--- src/rtl/rst_pwr_defines.vh ---
// Constants for the reset and power-fail supervisor
`ifndef RST_PWR_DEFINES_VH
`define RST_PWR_DEFINES_VH
`define CLK_HZ 10000000
`define CLK_NS 100
// Extended reset wait, printed 65.5 ms, held in microseconds
`define STRETCH_US 65500
`define STRETCH_CYC ((`STRETCH_US * (`CLK_HZ / 1000000)) + 7)
`define EXTRA_OSC 7
`define PIN_MIN_OSC 8
`define PF_FILTER_NS 100
`define PF_FILTER_CYC ((`PF_FILTER_NS + `CLK_NS - 1) / `CLK_NS)
`define VEC_LO_ADDR 16'hfffe
`define VEC_HI_ADDR 16'hffff
`define CFG_FLASH_ADDR 16'h703f
`define DEV_CFG_ADDR 16'h20ff
`define LOCK_READ_DATA 8'h5a
`define LVL_2V4 2'h1
`define LVL_2V7 2'h0
`define LVL_3V0 2'h2
`define LVL_DEFAULT 2'h0
`define LVL_SEL_LO_BIT 0
`define LVL_SEL_HI_BIT 1
`define LOCK_BIT 7
`endif

--- src/rtl/reset_and_power_fail_control.v ---
// Reset merge, reset stretch, power-fail supervision and flash lock
//
// How it works
// - System reset from pin, watchdog, power-fail or address-fail.
// - Reset clears page select and direct page flag, main clock, clocks off.
// - After release wait 65.5 ms plus 7 periods before executing.
// - Reset never touches data RAM; RAM is undefined after power-up.
// - Release loads program counter from vector at fffe/ffff.
// - Fetch from bad code area or RAM gives address-fail reset if enabled.
// - Power-fail control register holds a detector enable bit.
// - Enabled detector flags failure after supply stays low 100 ns.
// - Action select bit chooses reset or freeze on power fail.
// - Flash parts select threshold by two bits of config byte 703f.
// - Thresholds 2.4, 2.7, 3.0 V; 2.7 V when unprogrammed.
// - 3.0 V threshold on a sub-3 V supply freezes forever.
// - Device config byte 20ff only reachable in flash program mode.
// - Locked part returns 5a on every flash array read.
// - Locked part refuses writes and readback of program area.
`include "rst_pwr_defines.vh"
module reset_and_power_fail_control #(
  parameter [23:0] STRETCH_CYCLES = `STRETCH_CYC,
  parameter FLASH_PART = 1,
  parameter [1:0] MASK_LEVEL = `LVL_DEFAULT
) (
  // Clock and reset
  input wire clk,
  input wire rst_b,
  // Reset sources
  input wire reset_pin_b,
  input wire wdt_timeout,
  input wire addr_fail_en,
  // Core fetch monitor
  input wire fetch_valid,
  input wire fetch_bad_region,
  input wire fetch_in_ram,
  // Power-fail control register written by software
  input wire pfc_wr,
  input wire pfc_wr_enable,
  input wire pfc_wr_action,
  // Supply comparators (analog, asynchronous)
  input wire below_2v4,
  input wire below_2v7,
  input wire below_3v0,
  // Configuration byte from flash and mode
  input wire [7:0] cfg_byte,
  input wire prog_mode,
  // Flash access from core or programmer
  input wire flash_rd,
  input wire flash_wr,
  input wire [15:0] flash_addr,
  input wire [7:0] flash_wdata,
  input wire [7:0] flash_rdata,
  // Config byte store
  input wire [7:0] dev_cfg_rdata,
  // System reset and core control
  output wire sys_reset,
  output reg core_run_r,
  output reg core_freeze_r,
  output reg [15:0] vec_fetch_addr_r,
  output reg vec_fetch_r,
  output reg ram_page_select_r,
  output reg direct_page_flag_r,
  output reg main_clk_sel_r,
  output reg periph_clk_en_r,
  output reg wdt_enable_clr_r,
  output reg power_fail_detect_enable,
  output reg power_fail_action_select,
  output reg power_fail_flag_r,
  output reg [1:0] fail_level_r,
  // Flash gating
  output reg [7:0] data_port_r,
  output reg flash_wr_ok_r,
  output reg dev_cfg_wr_r,
  output reg [7:0] dev_cfg_wdata_r
);
  localparam S_RESET = 3'b001;
  localparam S_STRETCH = 3'b010;
  localparam S_RUN = 3'b100;

  reg pin_s1_r, pin_s2_r;
  reg [2:0] cmp1_r, cmp2_r;
  reg addr_fail_r;
  reg pf_reset_r;
  reg [2:0] state_r, state_nxt;
  reg [3:0] filt_r;
  wire stretch_done;
  wire below_sel;
  wire locked;
  wire fail_level_select_lo;
  wire fail_level_select_hi;
  wire freeze_nxt;

  // Pin and comparators are asynchronous: two flops each
  always @(posedge clk or negedge rst_b) begin
    if (!rst_b) begin
      pin_s1_r <= 1'b0;
      pin_s2_r <= 1'b0;
      cmp1_r <= 3'h0;
      cmp2_r <= 3'h0;
    end else begin
      pin_s1_r <= reset_pin_b;
      pin_s2_r <= pin_s1_r;
      cmp1_r <= {below_3v0, below_2v7, below_2v4};
      cmp2_r <= cmp1_r;
    end
  end

  // Merged reset request; pin held low 8 periods is seen by the sync
  assign sys_reset = !pin_s2_r || wdt_timeout || addr_fail_r
                     || pf_reset_r;

  // Address-fail detection, registered into the reset merge
  always @(posedge clk or negedge rst_b) begin
    if (!rst_b) begin
      addr_fail_r <= 1'b0;
    end else begin
      addr_fail_r <= addr_fail_en && fetch_valid && core_run_r
                     && (fetch_bad_region || fetch_in_ram);
    end
  end

  // Threshold selection
  assign fail_level_select_lo = cfg_byte[`LVL_SEL_LO_BIT];
  assign fail_level_select_hi = cfg_byte[`LVL_SEL_HI_BIT];

  always @(posedge clk or negedge rst_b) begin
    if (!rst_b) begin
      fail_level_r <= `LVL_DEFAULT;
    end else if (FLASH_PART != 0) begin
      fail_level_r <= {fail_level_select_hi, fail_level_select_lo};
    end else begin
      fail_level_r <= MASK_LEVEL;
    end
  end

  // Unused code 2'h3 falls back to the default 2.7 V
  assign below_sel = (fail_level_r == `LVL_2V4) ? cmp2_r[0] :
                     (fail_level_r == `LVL_3V0) ? cmp2_r[2] :
                     cmp2_r[1];

  // Power-fail control register, cleared by any reset
  always @(posedge clk or negedge rst_b) begin
    if (!rst_b) begin
      power_fail_detect_enable <= 1'b0;
      power_fail_action_select <= 1'b0;
    end else if (sys_reset) begin
      power_fail_detect_enable <= 1'b0;
      power_fail_action_select <= 1'b0;
    end else if (pfc_wr) begin
      power_fail_detect_enable <= pfc_wr_enable;
      power_fail_action_select <= pfc_wr_action;
    end
  end

  // Low supply must persist the filter time; then flag follows supply
  always @(posedge clk or negedge rst_b) begin
    if (!rst_b) begin
      filt_r <= 4'h0;
      power_fail_flag_r <= 1'b0;
    end else if (!power_fail_detect_enable || !below_sel) begin
      filt_r <= 4'h0;
      power_fail_flag_r <= 1'b0;
    end else if (filt_r < `PF_FILTER_CYC) begin
      filt_r <= filt_r + 4'h1;
    end else begin
      power_fail_flag_r <= 1'b1;
    end
  end

  // Action select 0 resets, 1 freezes; a reset request overrides freeze
  assign freeze_nxt = power_fail_flag_r && power_fail_action_select
                      && !sys_reset;

  always @(posedge clk or negedge rst_b) begin
    if (!rst_b) begin
      pf_reset_r <= 1'b0;
      core_freeze_r <= 1'b0;
    end else begin
      pf_reset_r <= power_fail_flag_r && !power_fail_action_select
                    && !pf_reset_r;
      core_freeze_r <= freeze_nxt;
    end
  end

  // Reset sequencer
  stretch_counter #(
    .COUNT(STRETCH_CYCLES)
  ) u_stretch (
    .clk(clk),
    .rst_b(rst_b),
    .restart(sys_reset || state_r == S_RESET),
    .done_r(stretch_done)
  );

  always @* begin
    state_nxt = state_r;
    case (state_r)
      S_RESET: begin
        if (!sys_reset) begin
          state_nxt = S_STRETCH;
        end
      end
      S_STRETCH: begin
        if (sys_reset) begin
          state_nxt = S_RESET;
        end else if (stretch_done) begin
          state_nxt = S_RUN;
        end
      end
      S_RUN: begin
        if (sys_reset) begin
          state_nxt = S_RESET;
        end
      end
      default: begin
        state_nxt = S_RESET;
      end
    endcase
  end

  always @(posedge clk or negedge rst_b) begin
    if (!rst_b) begin
      state_r <= S_RESET;
    end else begin
      state_r <= state_nxt;
    end
  end

  // Core state initialisation; RAM has no reset path here
  always @(posedge clk or negedge rst_b) begin
    if (!rst_b) begin
      ram_page_select_r <= 1'b0;
      direct_page_flag_r <= 1'b0;
      main_clk_sel_r <= 1'b1;
      periph_clk_en_r <= 1'b0;
      wdt_enable_clr_r <= 1'b1;
    end else begin
      // data RAM is left alone by every reset source
      if (sys_reset || state_r == S_RESET) begin
        ram_page_select_r <= 1'b0;
        direct_page_flag_r <= 1'b0;
        main_clk_sel_r <= 1'b1;
        periph_clk_en_r <= 1'b0;
      end
      wdt_enable_clr_r <= sys_reset || (state_r == S_RESET);
    end
  end

  // First fetches read the reset vector, low then high byte
  always @(posedge clk or negedge rst_b) begin
    if (!rst_b) begin
      core_run_r <= 1'b0;
      vec_fetch_r <= 1'b0;
      vec_fetch_addr_r <= `VEC_LO_ADDR;
    end else begin
      // Run drops on the same edge that raises freeze
      core_run_r <= (state_nxt == S_RUN) && !freeze_nxt;
      if (state_r == S_STRETCH && state_nxt == S_RUN) begin
        vec_fetch_r <= 1'b1;
        vec_fetch_addr_r <= `VEC_LO_ADDR;
      end else if (vec_fetch_r
                   && vec_fetch_addr_r == `VEC_LO_ADDR) begin
        vec_fetch_addr_r <= `VEC_HI_ADDR;
      end else begin
        vec_fetch_r <= 1'b0;
        vec_fetch_addr_r <= `VEC_LO_ADDR;
      end
    end
  end

  // Flash lock and configuration area gating
  assign locked = cfg_byte[`LOCK_BIT];

  always @(posedge clk or negedge rst_b) begin
    if (!rst_b) begin
      data_port_r <= 8'h00;
      flash_wr_ok_r <= 1'b0;
      dev_cfg_wr_r <= 1'b0;
      dev_cfg_wdata_r <= 8'h00;
    end else begin
      dev_cfg_wr_r <= 1'b0;
      flash_wr_ok_r <= 1'b0;
      if (flash_addr == `DEV_CFG_ADDR) begin
        if (prog_mode) begin
          if (flash_rd) begin
            data_port_r <= dev_cfg_rdata;
          end
          dev_cfg_wr_r <= flash_wr;
          dev_cfg_wdata_r <= flash_wdata;
        end else if (flash_rd) begin
          data_port_r <= 8'h00;
        end
      end else begin
        if (flash_rd) begin
          data_port_r <= locked ? `LOCK_READ_DATA : flash_rdata;
        end
        flash_wr_ok_r <= flash_wr && !locked;
      end
    end
  end
endmodule

--- src/rtl/stretch_counter.v ---
// Reset-stretch counter running on the oscillator clock
module stretch_counter #(
  parameter [23:0] COUNT = 24'd655007
) (
  // Clock and reset
  input wire clk,
  input wire rst_b,
  // Control
  input wire restart,
  output reg done_r
);
  reg [23:0] cnt_r;

  always @(posedge clk or negedge rst_b) begin
    if (!rst_b) begin
      cnt_r <= 24'h000000;
      done_r <= 1'b0;
    end else if (restart) begin
      cnt_r <= 24'h000000;
      done_r <= 1'b0;
    end else if (!done_r) begin
      if (cnt_r == COUNT - 24'd1) begin
        done_r <= 1'b1;
      end
      cnt_r <= cnt_r + 24'd1;
    end
  end
endmodule

--- config.mk ---
export PLATFORM = sky130hd
export DESIGN_NAME = reset_and_power_fail_control
export DESIGN_NICKNAME = d
export VERILOG_FILES = /design/src/rtl/reset_and_power_fail_control.v /design/src/rtl/stretch_counter.v
export VERILOG_INCLUDE_DIRS = /design/src /design/src/rtl
export SDC_FILE = /design/constraint.sdc
export NUM_CORES = 1
export LEC_CHECK = 0
export ABC_AREA = 1
export BUFFER_PORTS_ARGS = -buffer_cell sky130_fd_sc_hd__buf_2
export CAP_MARGIN = 20
export CORE_AREA = 3 3 115 117
export DETAILED_ROUTE_END_ITERATION = 16
export DIE_AREA = 0 0 118 120
export GPL_ROUTABILITY_DRIVEN = 0
export SLEW_MARGIN = 25
export SYNTH_ARGS = -nofsm -noshare
export SYNTH_HDL_FRONTEND = slang
export SYNTH_SLANG_ARGS = --single-unit
--- constraint.sdc ---
create_clock -name clk -period 1.9 [get_ports clk]
set_clock_uncertainty 0.2 [all_clocks]
set_input_delay 0 -clock clk [delete_from_list [all_inputs] [get_ports clk]]
set_output_delay 0 -clock clk [all_outputs]
set_load 0.1 [all_outputs]
==> metrics.cfg, run 1 <==
[drt]
vias=3347
vias_per_cell=4.37
drc_errors=0
firstDrtPassIters=4
routed_wl_um=8520
drtIter0Drc=124
ant_nets=0
wl_per_cell_um=11.1

[timing]
fin_ws_ns=0.0672
setup_viol=0
fin_crit_ns=1.83
hold_viol=0
fmax_mhz=546
tns_ns=0
slew_viol_final=0
fin_crit_sh_pct=96.5
rsz0062_at_grt=no

[synth]
synthTopCellsByArea=dfrtp_1 47%, nand2_1 13%, nor2_1 5.7%
netlist.area_leader.share_pct=46.7
synthXorXnorAreaFrac_pct=0.480
synth_edf_count=0
synth_top_cell_by_area=dfrtp_1
synthSimpleGateAreaFrac_pct=34.1
muxShareOfSynthArea_pct=0
syn_area_um2=3650
ys_seq_area_share_pct=48.1
yosys_warnings=0
synthFlopType=dfrtp_1
synthCells=455
syn_avg_cell_area_um2=8.01
ys_seq_elements=70
synth_compound_area_share_pct=6.21
async_reset_ff_share_pct=100
yosys.cell_types.count=40
synth_top_family_by_area=simple AND/OR/NAND/NOR gates
synth-adder-area-share_pct=1.37

[grt]
grt_use_total_pct=13.0
met2_usage_pct=22.6
grt_pass1_vias=3278
grt_max_degree=71
use_met3_pct=3.11
antenna_found_initial=0
grt_pass1_wl_um=15200
overflow=0
grt_busiest_layer=met2
use_met1_pct=15.4

[floorplan]
start_util_pct=29.2
fp.dieW_um=118
dieArea_um2=14200
num_io_pins=113
rows=41
die_h_um=120
coreArea_um2=12500

[pwr]
power_density_nw_per_um2=755
p_leak_nw=2.45
peakVddDrop_mv=0.398

[placement]
numPortBuffers=88
hpwlAfterDp_um=6100
place_ws_ns=0.196

[clock_network]
cts_buffers=9
cts.sinks=70
clk_latency_ns=0.33
clk_pin_slew_ns=0.06
htree_levels=3
postCtsSetupRepairBufs=0
ctsResizeCount=0
cts_tree=yes
cts_root_buffer=clkbuf_16
cts_max_path_buffers=2

[setup_path]
end_kind=flop
critPathRequiredTime_ns=1.92
critPathMaxFanout=1
crit_type=input pin to flop
arrival_ns=1.85
cp-start-kind=input pin

[flow_run]
drv_cap=0

[min_path]
hold_class=input pin to async pin

[final_layout]
nets=658
antenna_cells=0
area_growth_pct=34.7
layout-drive-gt1-share_pct=22.7

[run_status]
status=finished, final reports clean

-- registers in the layout (all words and copies together) (netlist names), 2 cells and up --
register / count
data_port_r: 8
state_r: 3
filt_r: 4
u_stretch.cnt_r: 24
dev_cfg_wdata_r: 8
cmp2_r: 3
fail_level_r: 2
cmp1_r: 3
-- synth_stat cells (3+ instances only) --
master,instances
nand2_1,131
inv_1,43
ha_1,4
nand2_2,5
nor3_1,10
o21ai_0,4
nand3_1,26
buf_4,20
nor2_1,55
or2_2,4
clkbuf_1,3
nand3b_1,9
dfrtp_1,68
a21oi_1,17
nand4_1,11
o21ai_1,11
nor2_4,5
-- per-stage QoR --
| step | cell area [um^2] | cells | util (%) | hold slack [ns] | power, W |
|---|---|---|---|---|---|
| final | 4910 | 766 | 39.4 | 0.0229 | 0.00371 |
| after global routing | 4910 | 766 | 39.4 | 0.0673 | 0.00388 |
| after CTS | 4920 | 767 | 39.5 | 0.0244 | 0.00377 |
| after detailed placement | 4220 | 709 | 33.9 | -0.137 | 0.00211 |
| after global placement | 4220 | 709 | 33.9 | -0.138 | 0.00211 |
| after floorplan | 3710 | 472 | - | -0.496 | 0.00200 |
-- critical path, cell delays in order --
cell           delay (ns)
dlygate4sd3_1        0.54
buf_2                0.12
nand2_1              0.06
dlygate4sd3_1        0.54
a21oi_1              0.06
dlygate4sd3_1        0.54
-- metal layers --
metal  share of wire (%)  routed length (um)  up-vias
li1                    -                   -     1689
met1                  42                3600     1538
met2                  51                4320      113
met3                 6.5                 550        7
met4                0.65                  55        0
met5                   0                   0        -
-- timing repair --
action / CTS / global route
endpoints found under the hold margin: 108 / 0
endpoints found under the setup margin: 0 / 1
hold buffers: 42 / 0
-- logic make-up after synthesis --
logic type,Yosys count
buffers and inverters,70
adder cells (fa/ha/maj),4
other,2
XOR/XNOR,2
AO/OA/AOI/OAI,40
AND/OR/NAND/NOR,267
flip-flops,70
-- layout make-up --
type / instances / area, um^2
Inverter: 45 / 169
Tap cell: 172 / 215
Fill cell: 1227 / 7550
Clock buffer: 9 / 225
Multi-Input combinational cell: 332 / 1610
Clock inverter: 7 / 55.1
Sequential cell: 70 / 1750
Timing Repair Buffer: 131 / 878
-- cell usage in the layout, fill, tap and decap left out, types with 2 or more instances in the layout --
cell type,netlist,final
dfstp_2,2,2
o21ai_0,4,4
o21ai_1,11,11
xor2_1,2,2
ha_1,4,4
nand3b_1,9,9
nand4_1,11,11
inv_1,43,43
nand2_4,2,2
inv_6,0,3
nor2_1,55,55
dlygate4sd3_1,0,41
nand2_2,5,5
conb_1,2,19
clkinvlp_4,0,2
a21oi_1,17,17
nor2_4,5,5
or2_2,4,4
buf_2,1,88
inv_2,2,2
clkbuf_16,0,9
nand2_1,131,131
dfrtp_1,68,68
nand3_1,26,25
nand3_2,2,3
nor3_1,10,10
-- power breakdown --
group	switching [W]	internal (W)
combinational	0.000453	0.000149
clock	0.000665	0.000896
sequential	0.0000177	0.00153
-- path summary, 6_finish.rpt --
path / start / to / slack, ns / depth (start not counted)
max: pfc_wr_enable / power_fail_detect_enable / 0.07 / 6
min: rst_b / filt_r[0] / 0.02 / 3
max reg2reg: addr_fail_r / u_stretch.cnt_r[10] / 0.19 / 7
min reg2reg: cmp1_r[0] / cmp2_r[0] / 0.15 / 0
max in group asynchronous: rst_b / wdt_enable_clr_r / 1.14 / 3
min in group clk: prog_mode / dev_cfg_wr_r / 0.03 / 3
Note: power is estimated with default switching activity, not from simulation.
==> run 2: changes to the inputs <==
Settings changed: RECOVER_POWER set to 50.
==> run 2 against run 1 <==
Effect of this change: first-iteration DRC count is 14% higher; clock power hardly changed; combinational power is 0.7% lower; utilization is 0.14 points lower; largest power group unchanged; total power hardly changed; routed wire length hardly changed; cell area is 0.36% lower; count of clock-buffer cells in the layout stayed put; maximum frequency is 0.37% lower; via count is 0.24% higher; worst hold slack better by 0.0093 ns; worst setup slack worse by 0.0068 ns.
==> metrics.cfg, run 2 (synthesis results as in run 1) <==
[timing]
slew_viol_final=0  ; unchanged
rsz0062_at_grt=no
relSlewSlack_pct=37.3
fin_crit_ns=1.84  ; +0.00684 ns
fin_crit_sh_pct=96.8  ; +0.36 points
tns_ns=0  ; unchanged
hold_ws_ns=0.0322  ; +0.00930 ns
fin_ws_ns=0.0603  ; -0.00684 ns
hold_viol=0  ; unchanged
worstMarginPinSlew_ns=0.940
setup_viol=0  ; unchanged
fmax_mhz=544  ; -0.37%

[floorplan]
coreArea_um2=12500  ; unchanged
rows=41  ; unchanged
dieArea_um2=14200  ; unchanged
num_io_pins=113  ; unchanged
fp.dieW_um=118  ; unchanged
die_h_um=120  ; unchanged
start_util_pct=29.2  ; unchanged

[clock_network]
clk_latency_ns=0.33  ; about the same
cts_buffers=9  ; unchanged
cts_root_buffer=clkbuf_16
htree_levels=3  ; unchanged
cts_max_path_buffers=2  ; unchanged
cts.sinks=70  ; unchanged
ctsResizeCount=0  ; unchanged
cts_tree=yes
clk_pin_slew_ns=0.06  ; about the same

[final_layout]
antenna_cells=0  ; unchanged
layout_common_cells=131 x nand2_1, 88 x buf_2, 68 x dfrtp_1
area_growth_pct=34.2
nets=658  ; unchanged
largest_register=u_stretch.cnt_r
reg_top3=u_stretch.cnt_r: 24 flops, data_port_r: 8 flops, dev_cfg_wdata_r: 8 flops
layout-drive-gt1-share_pct=22.6  ; -0.17 points
layout_commonest_cell=nand2_1
largest_reg_flops=24  ; unchanged

[pwr]
p_leak_nw=2.44  ; -0.28%
peakVddDrop_mv=0.404  ; +1.6%
power_density_nw_per_um2=758  ; +0.39%

[setup_path]
critPathRequiredTime_ns=1.92  ; about the same
crit_top_cell=dlygate4sd3_1
critPathMaxFanout=1  ; unchanged
crit_type=input pin to flop
end_kind=flop
path_cells=dlygate4sd3_1 > buf_2 > nand2_1 > dlygate4sd3_1 > a21oi_1 > dlygate4sd3_1
cp_slowest_stage_delay_ns=0.55  ; about the same
r2r_slack_ns=0.21  ; +0.02 ns
arrival_ns=1.86  ; about the same
crit_family=buffers and inverters
crit_slowest_cell=dlygate4sd3_1
worstPathBufferInverterCount=4  ; unchanged
cp-start-kind=input pin

[min_path]
hold_class=input pin to flop

[placement]
hpwlAfterDp_um=6100  ; unchanged
numPortBuffers=88  ; unchanged
place_ws_ns=0.196  ; unchanged

[grt]
grt_max_degree=71  ; unchanged
grt_pass1_vias=3278  ; unchanged
grt_pass1_wl_um=15200  ; unchanged
overflow=0  ; unchanged
antenna_found_initial=0  ; unchanged
grt_use_total_pct=13.0  ; unchanged

[drt]
drc_errors=0  ; unchanged
wl_per_cell_um=11.1  ; about the same
vias=3355  ; +0.24%
drtIter0Drc=141  ; +14%
ant_nets=0  ; unchanged
routed_wl_um=8520  ; about the same
firstDrtPassIters=4  ; unchanged
vias_per_cell=4.38  ; +0.24%

[flow_run]
drv_cap=0  ; unchanged

[run_status]
status=finished, final reports clean

[run 2: path summary, 6_finish.rpt]
check,from,end,depth (start not counted)
worst max register to register,addr_fail_r,u_stretch.cnt_r[10],7
worst min-delay path,prog_mode,dev_cfg_wr_r,3
worst min register to register,cmp1_r[0],cmp2_r[0],0
worst max-delay path,pfc_wr_enable,power_fail_detect_enable,6
min in group asynchronous,rst_b,power_fail_flag_r,3
max in group asynchronous,rst_b,u_stretch.cnt_r[6],3
[run 2: per-stage QoR]
stage	util (%)	instances	total power [W]	area [um^2]
after floorplan	-	472	0.00200	3710
after global routing	39.3	766	0.00387	4890
final	39.3	766	0.00371	4890
after CTS	39.5	767	0.00377	4920
after detailed placement	33.9	709	0.00211	4220
after global placement	33.9	709	0.00211	4220
[run 2: timing repair]
item	CTS	global route
setup endpoints to repair	0	1
hold buffers	42	0
endpoints found under the hold margin	108	0
buffers inserted	0	0
[run 2: worst reg2reg max path: cells and delay by family (launching register included)]
kind	cells	cell delay, ns
buffers and inverters	2	0.40
and+or+nand+nor	4	0.48
AOI/OAI and AO/OA	1	0.18
DFF	1	0.36
[run 2: routing by layer]
metal / vias to the layer above / track usage (%) / routed length (um)
met5: - / 0 / 0
met4: 0 / 5.71 / 167
met3: 14 / 3.11 / 547
met2: 112 / 22.6 / 4220
met1: 1539 / 15.4 / 3580
li1: 1690 / - / -
[run 2: final cells by class]
type	count	area, um^2
clock buffers	9	225
clock inverters	7	55.1
fillers	1230	7570
inverters	45	169
multi-input cells	332	1610
flip-flops and latches	70	1750
well taps	172	215
repair buffers	131	866
[run 2: power by group]
part	internal, W	switching [W]	total, W
Sequential	0.00153	0.0000175	0.00154
Clock	0.000896	0.000670	0.00157
Combinational	0.000146	0.000452	0.000598
==> run 3: changes to the inputs <==
Settings changed: SETUP_SLACK_MARGIN set to 0.5.
==> run 3 against run 2 <==
Effect of this change: cell area is 18% higher; via count grew 7.0%; maximum frequency up 17%; total power increased by 13%; die area unchanged; routed wire length increased by 25%; sequential cell count unchanged; worst hold slack lost 0.024 ns; clock power rose by 27%; largest power group unchanged.
==> metrics.cfg, run 3 (synthesis results as in run 1) <==
[run_status]
status=finished, final reports clean

[final_layout]
largest_register=u_stretch.cnt_r
fin_cells=811  ; +5.9%
largest_reg_flops=24  ; unchanged
reg_top3=u_stretch.cnt_r: 24 flops, data_port_r: 8 flops, dev_cfg_wdata_r: 8 flops
layout-drive-gt1-share_pct=39.9  ; +17 points
area_growth_pct=58.2
nets=703  ; +6.8%
final_core_util_pct=46.3  ; +7.0 points
layout_commonest_cell=nand2_1
layout_common_cells=114 x nand2_1, 84 x buf_2, 52 x dfrtp_1
antenna_cells=0  ; unchanged

[clock_network]
clk_pin_slew_ns=0.06  ; about the same
cts_root_buffer=clkbuf_16
cts_tree=yes
cts_max_path_buffers=2  ; unchanged
cts_buffers=9  ; unchanged
htree_levels=3  ; unchanged
cts.sinks=70  ; unchanged
clk_latency_ns=0.33  ; about the same

[timing]
setup_viol=0  ; unchanged
rsz0062_at_grt=yes
fin_crit_sh_pct=83.1  ; -14 points
fmax_mhz=633  ; +17%
relSlewSlack_pct=56.1  ; +19 points
slew_viol_final=0  ; unchanged
fin_crit_ns=1.58  ; -0.261 ns
fin_ws_ns=0.321  ; +0.261 ns
tns_ns=0  ; unchanged
hold_viol=0  ; unchanged
worstMarginPinSlew_ns=0.656  ; -0.284 ns
hold_ws_ns=0.00817  ; -0.0240 ns

[placement]
hpwlAfterDp_um=6390  ; +4.7%
place_ws_ns=0.200  ; +0.00440 ns
numPortBuffers=88  ; unchanged
placed_cells=709  ; unchanged

[floorplan]
num_io_pins=113  ; unchanged
fp.dieW_um=118  ; unchanged
die_h_um=120  ; unchanged
rows=41  ; unchanged
coreArea_um2=12500  ; unchanged
start_util_pct=29.2  ; unchanged
dieArea_um2=14200  ; unchanged

[setup_path]
cp_slowest_stage_delay_ns=0.37  ; -0.18 ns
end_kind=flop
crit_slowest_cell=nand2_1
critPathRequiredTime_ns=1.97  ; +0.05 ns
arrival_ns=1.65  ; -0.21 ns
crit_top_cell=nand2_1
cp-start-kind=input pin
critPathMaxFanout=19  ; +18
r2r_cells=8  ; +1
crit_type=input pin to flop
path_cells=buf_2 > nor2_1 > nand2_1 > nor2_1 > clkbuf_4 > nand2_1 > nor2_4 > nand2_1 > nand2_1
reg2reg_to=u_stretch.cnt_r[14]
worstPathBufferInverterCount=2  ; -2
r2r-start=u_stretch.done_r
r2r_slack_ns=0.34  ; +0.13 ns
crit_family=simple AND/OR/NAND/NOR gates

[pwr]
power_density_nw_per_um2=728  ; -3.9%
peakVddDrop_mv=0.494  ; +22%
p_leak_nw=2.78  ; +14%

[min_path]
hold_class=input pin to async pin

[grt]
grt_pass1_wl_um=16500  ; +8.7%
met2_usage_pct=25.8  ; +3.2 points
grt_use_total_pct=14.2  ; +1.1 points
use_met3_pct=3.30  ; +0.19 points
antenna_found_initial=0  ; unchanged
overflow=0  ; unchanged
grt_pass1_vias=3564  ; +8.7%
use_met1_pct=16.4  ; +1.0 points
grt_max_degree=26  ; -63%
grt_busiest_layer=met2

[drt]
drc_errors=0  ; unchanged
ant_nets=0  ; unchanged
drtIter0Drc=159  ; +13%
firstDrtPassIters=5  ; +1
vias_per_cell=4.43  ; +1.1%
wl_per_cell_um=13.1  ; +18%
vias=3590  ; +7.0%
routed_wl_um=10600  ; +25%

[flow_run]
drv_cap=0  ; unchanged

==> run 3: worst max-delay path by stage <==
stage          slack, ns             start                  end  depth (start not counted)
2_1_floorplan       0.35        pf_reset_r  u_stretch.cnt_r[20]                          6
3_3_place_gp        0.24       addr_fail_r  u_stretch.cnt_r[14]                          9
3_5_place_dp        0.20        pf_reset_r  u_stretch.cnt_r[10]                          7
4_1_cts             0.39  u_stretch.done_r  u_stretch.cnt_r[14]                          8
5_1_grt             0.17     flash_addr[9]   dev_cfg_wdata_r[4]                          9
6_report            0.32     flash_addr[8]   dev_cfg_wdata_r[0]                          9
==> run 3: layout make-up <==
type / instances / area [um^2]
clock buffers: 10 / 239
clock inverters: 6 / 116
fillers: 1144 / 6700
inverters: 45 / 184
multi-input cells: 332 / 1970
flip-flops and latches: 70 / 1780
well taps: 172 / 215
repair buffers: 174 / 1230
repair inverters: 2 / 32.5
==> run 3: power by group <==
part | leakage (nW) | internal, W | switching [W]
registers | 0.907 | 0.00153 | 0.0000240
logic | 1.71 | 0.000174 | 0.000478
clock network | 0.173 | 0.00133 | 0.000668
total | 2.78 | 0.00303 | 0.00117
==> run 3: worst reg2reg max path: stages, from the launching register on <==
cell      delay (ns)
dfrtp_2         0.48
clkinv_4        0.12
nand2_4         0.07
nor2_4          0.12
nand3_1         0.10
o21ai_2         0.18
nand2_1         0.08
nand2_1         0.07
inv_1           0.04
==> run 3: routing by layer <==
metal / part of all wire, % / vias to the layer above
li1: - / 1767
met3: 5.6 / 20
met1: 41 / 1672
met4: 2.1 / 0
met2: 51 / 131
met5: 0 / -
==> run 3: stage by stage <==
stage | instance area [um^2] | total power, W
after global placement | 4280 | 0.00212
after CTS | 5480 | 0.00420
after detailed placement | 4280 | 0.00212
after floorplan | 3770 | 0.00201
final | 5770 | 0.00420
after global routing | 5770 | 0.00433
==> run 3: repair_timing <==
| item | in CTS | in global routing |
|---|---|---|
| pin swaps | 18 | 32 |
| buffers inserted | 22 | 14 |
| endpoints found under the setup margin | 26 | 38 |
| resized for setup | 55 | 62 |
| gates cloned | 1 | 1 |
| hold buffers | 48 | 0 |
| hold endpoints to repair | 102 | 0 |
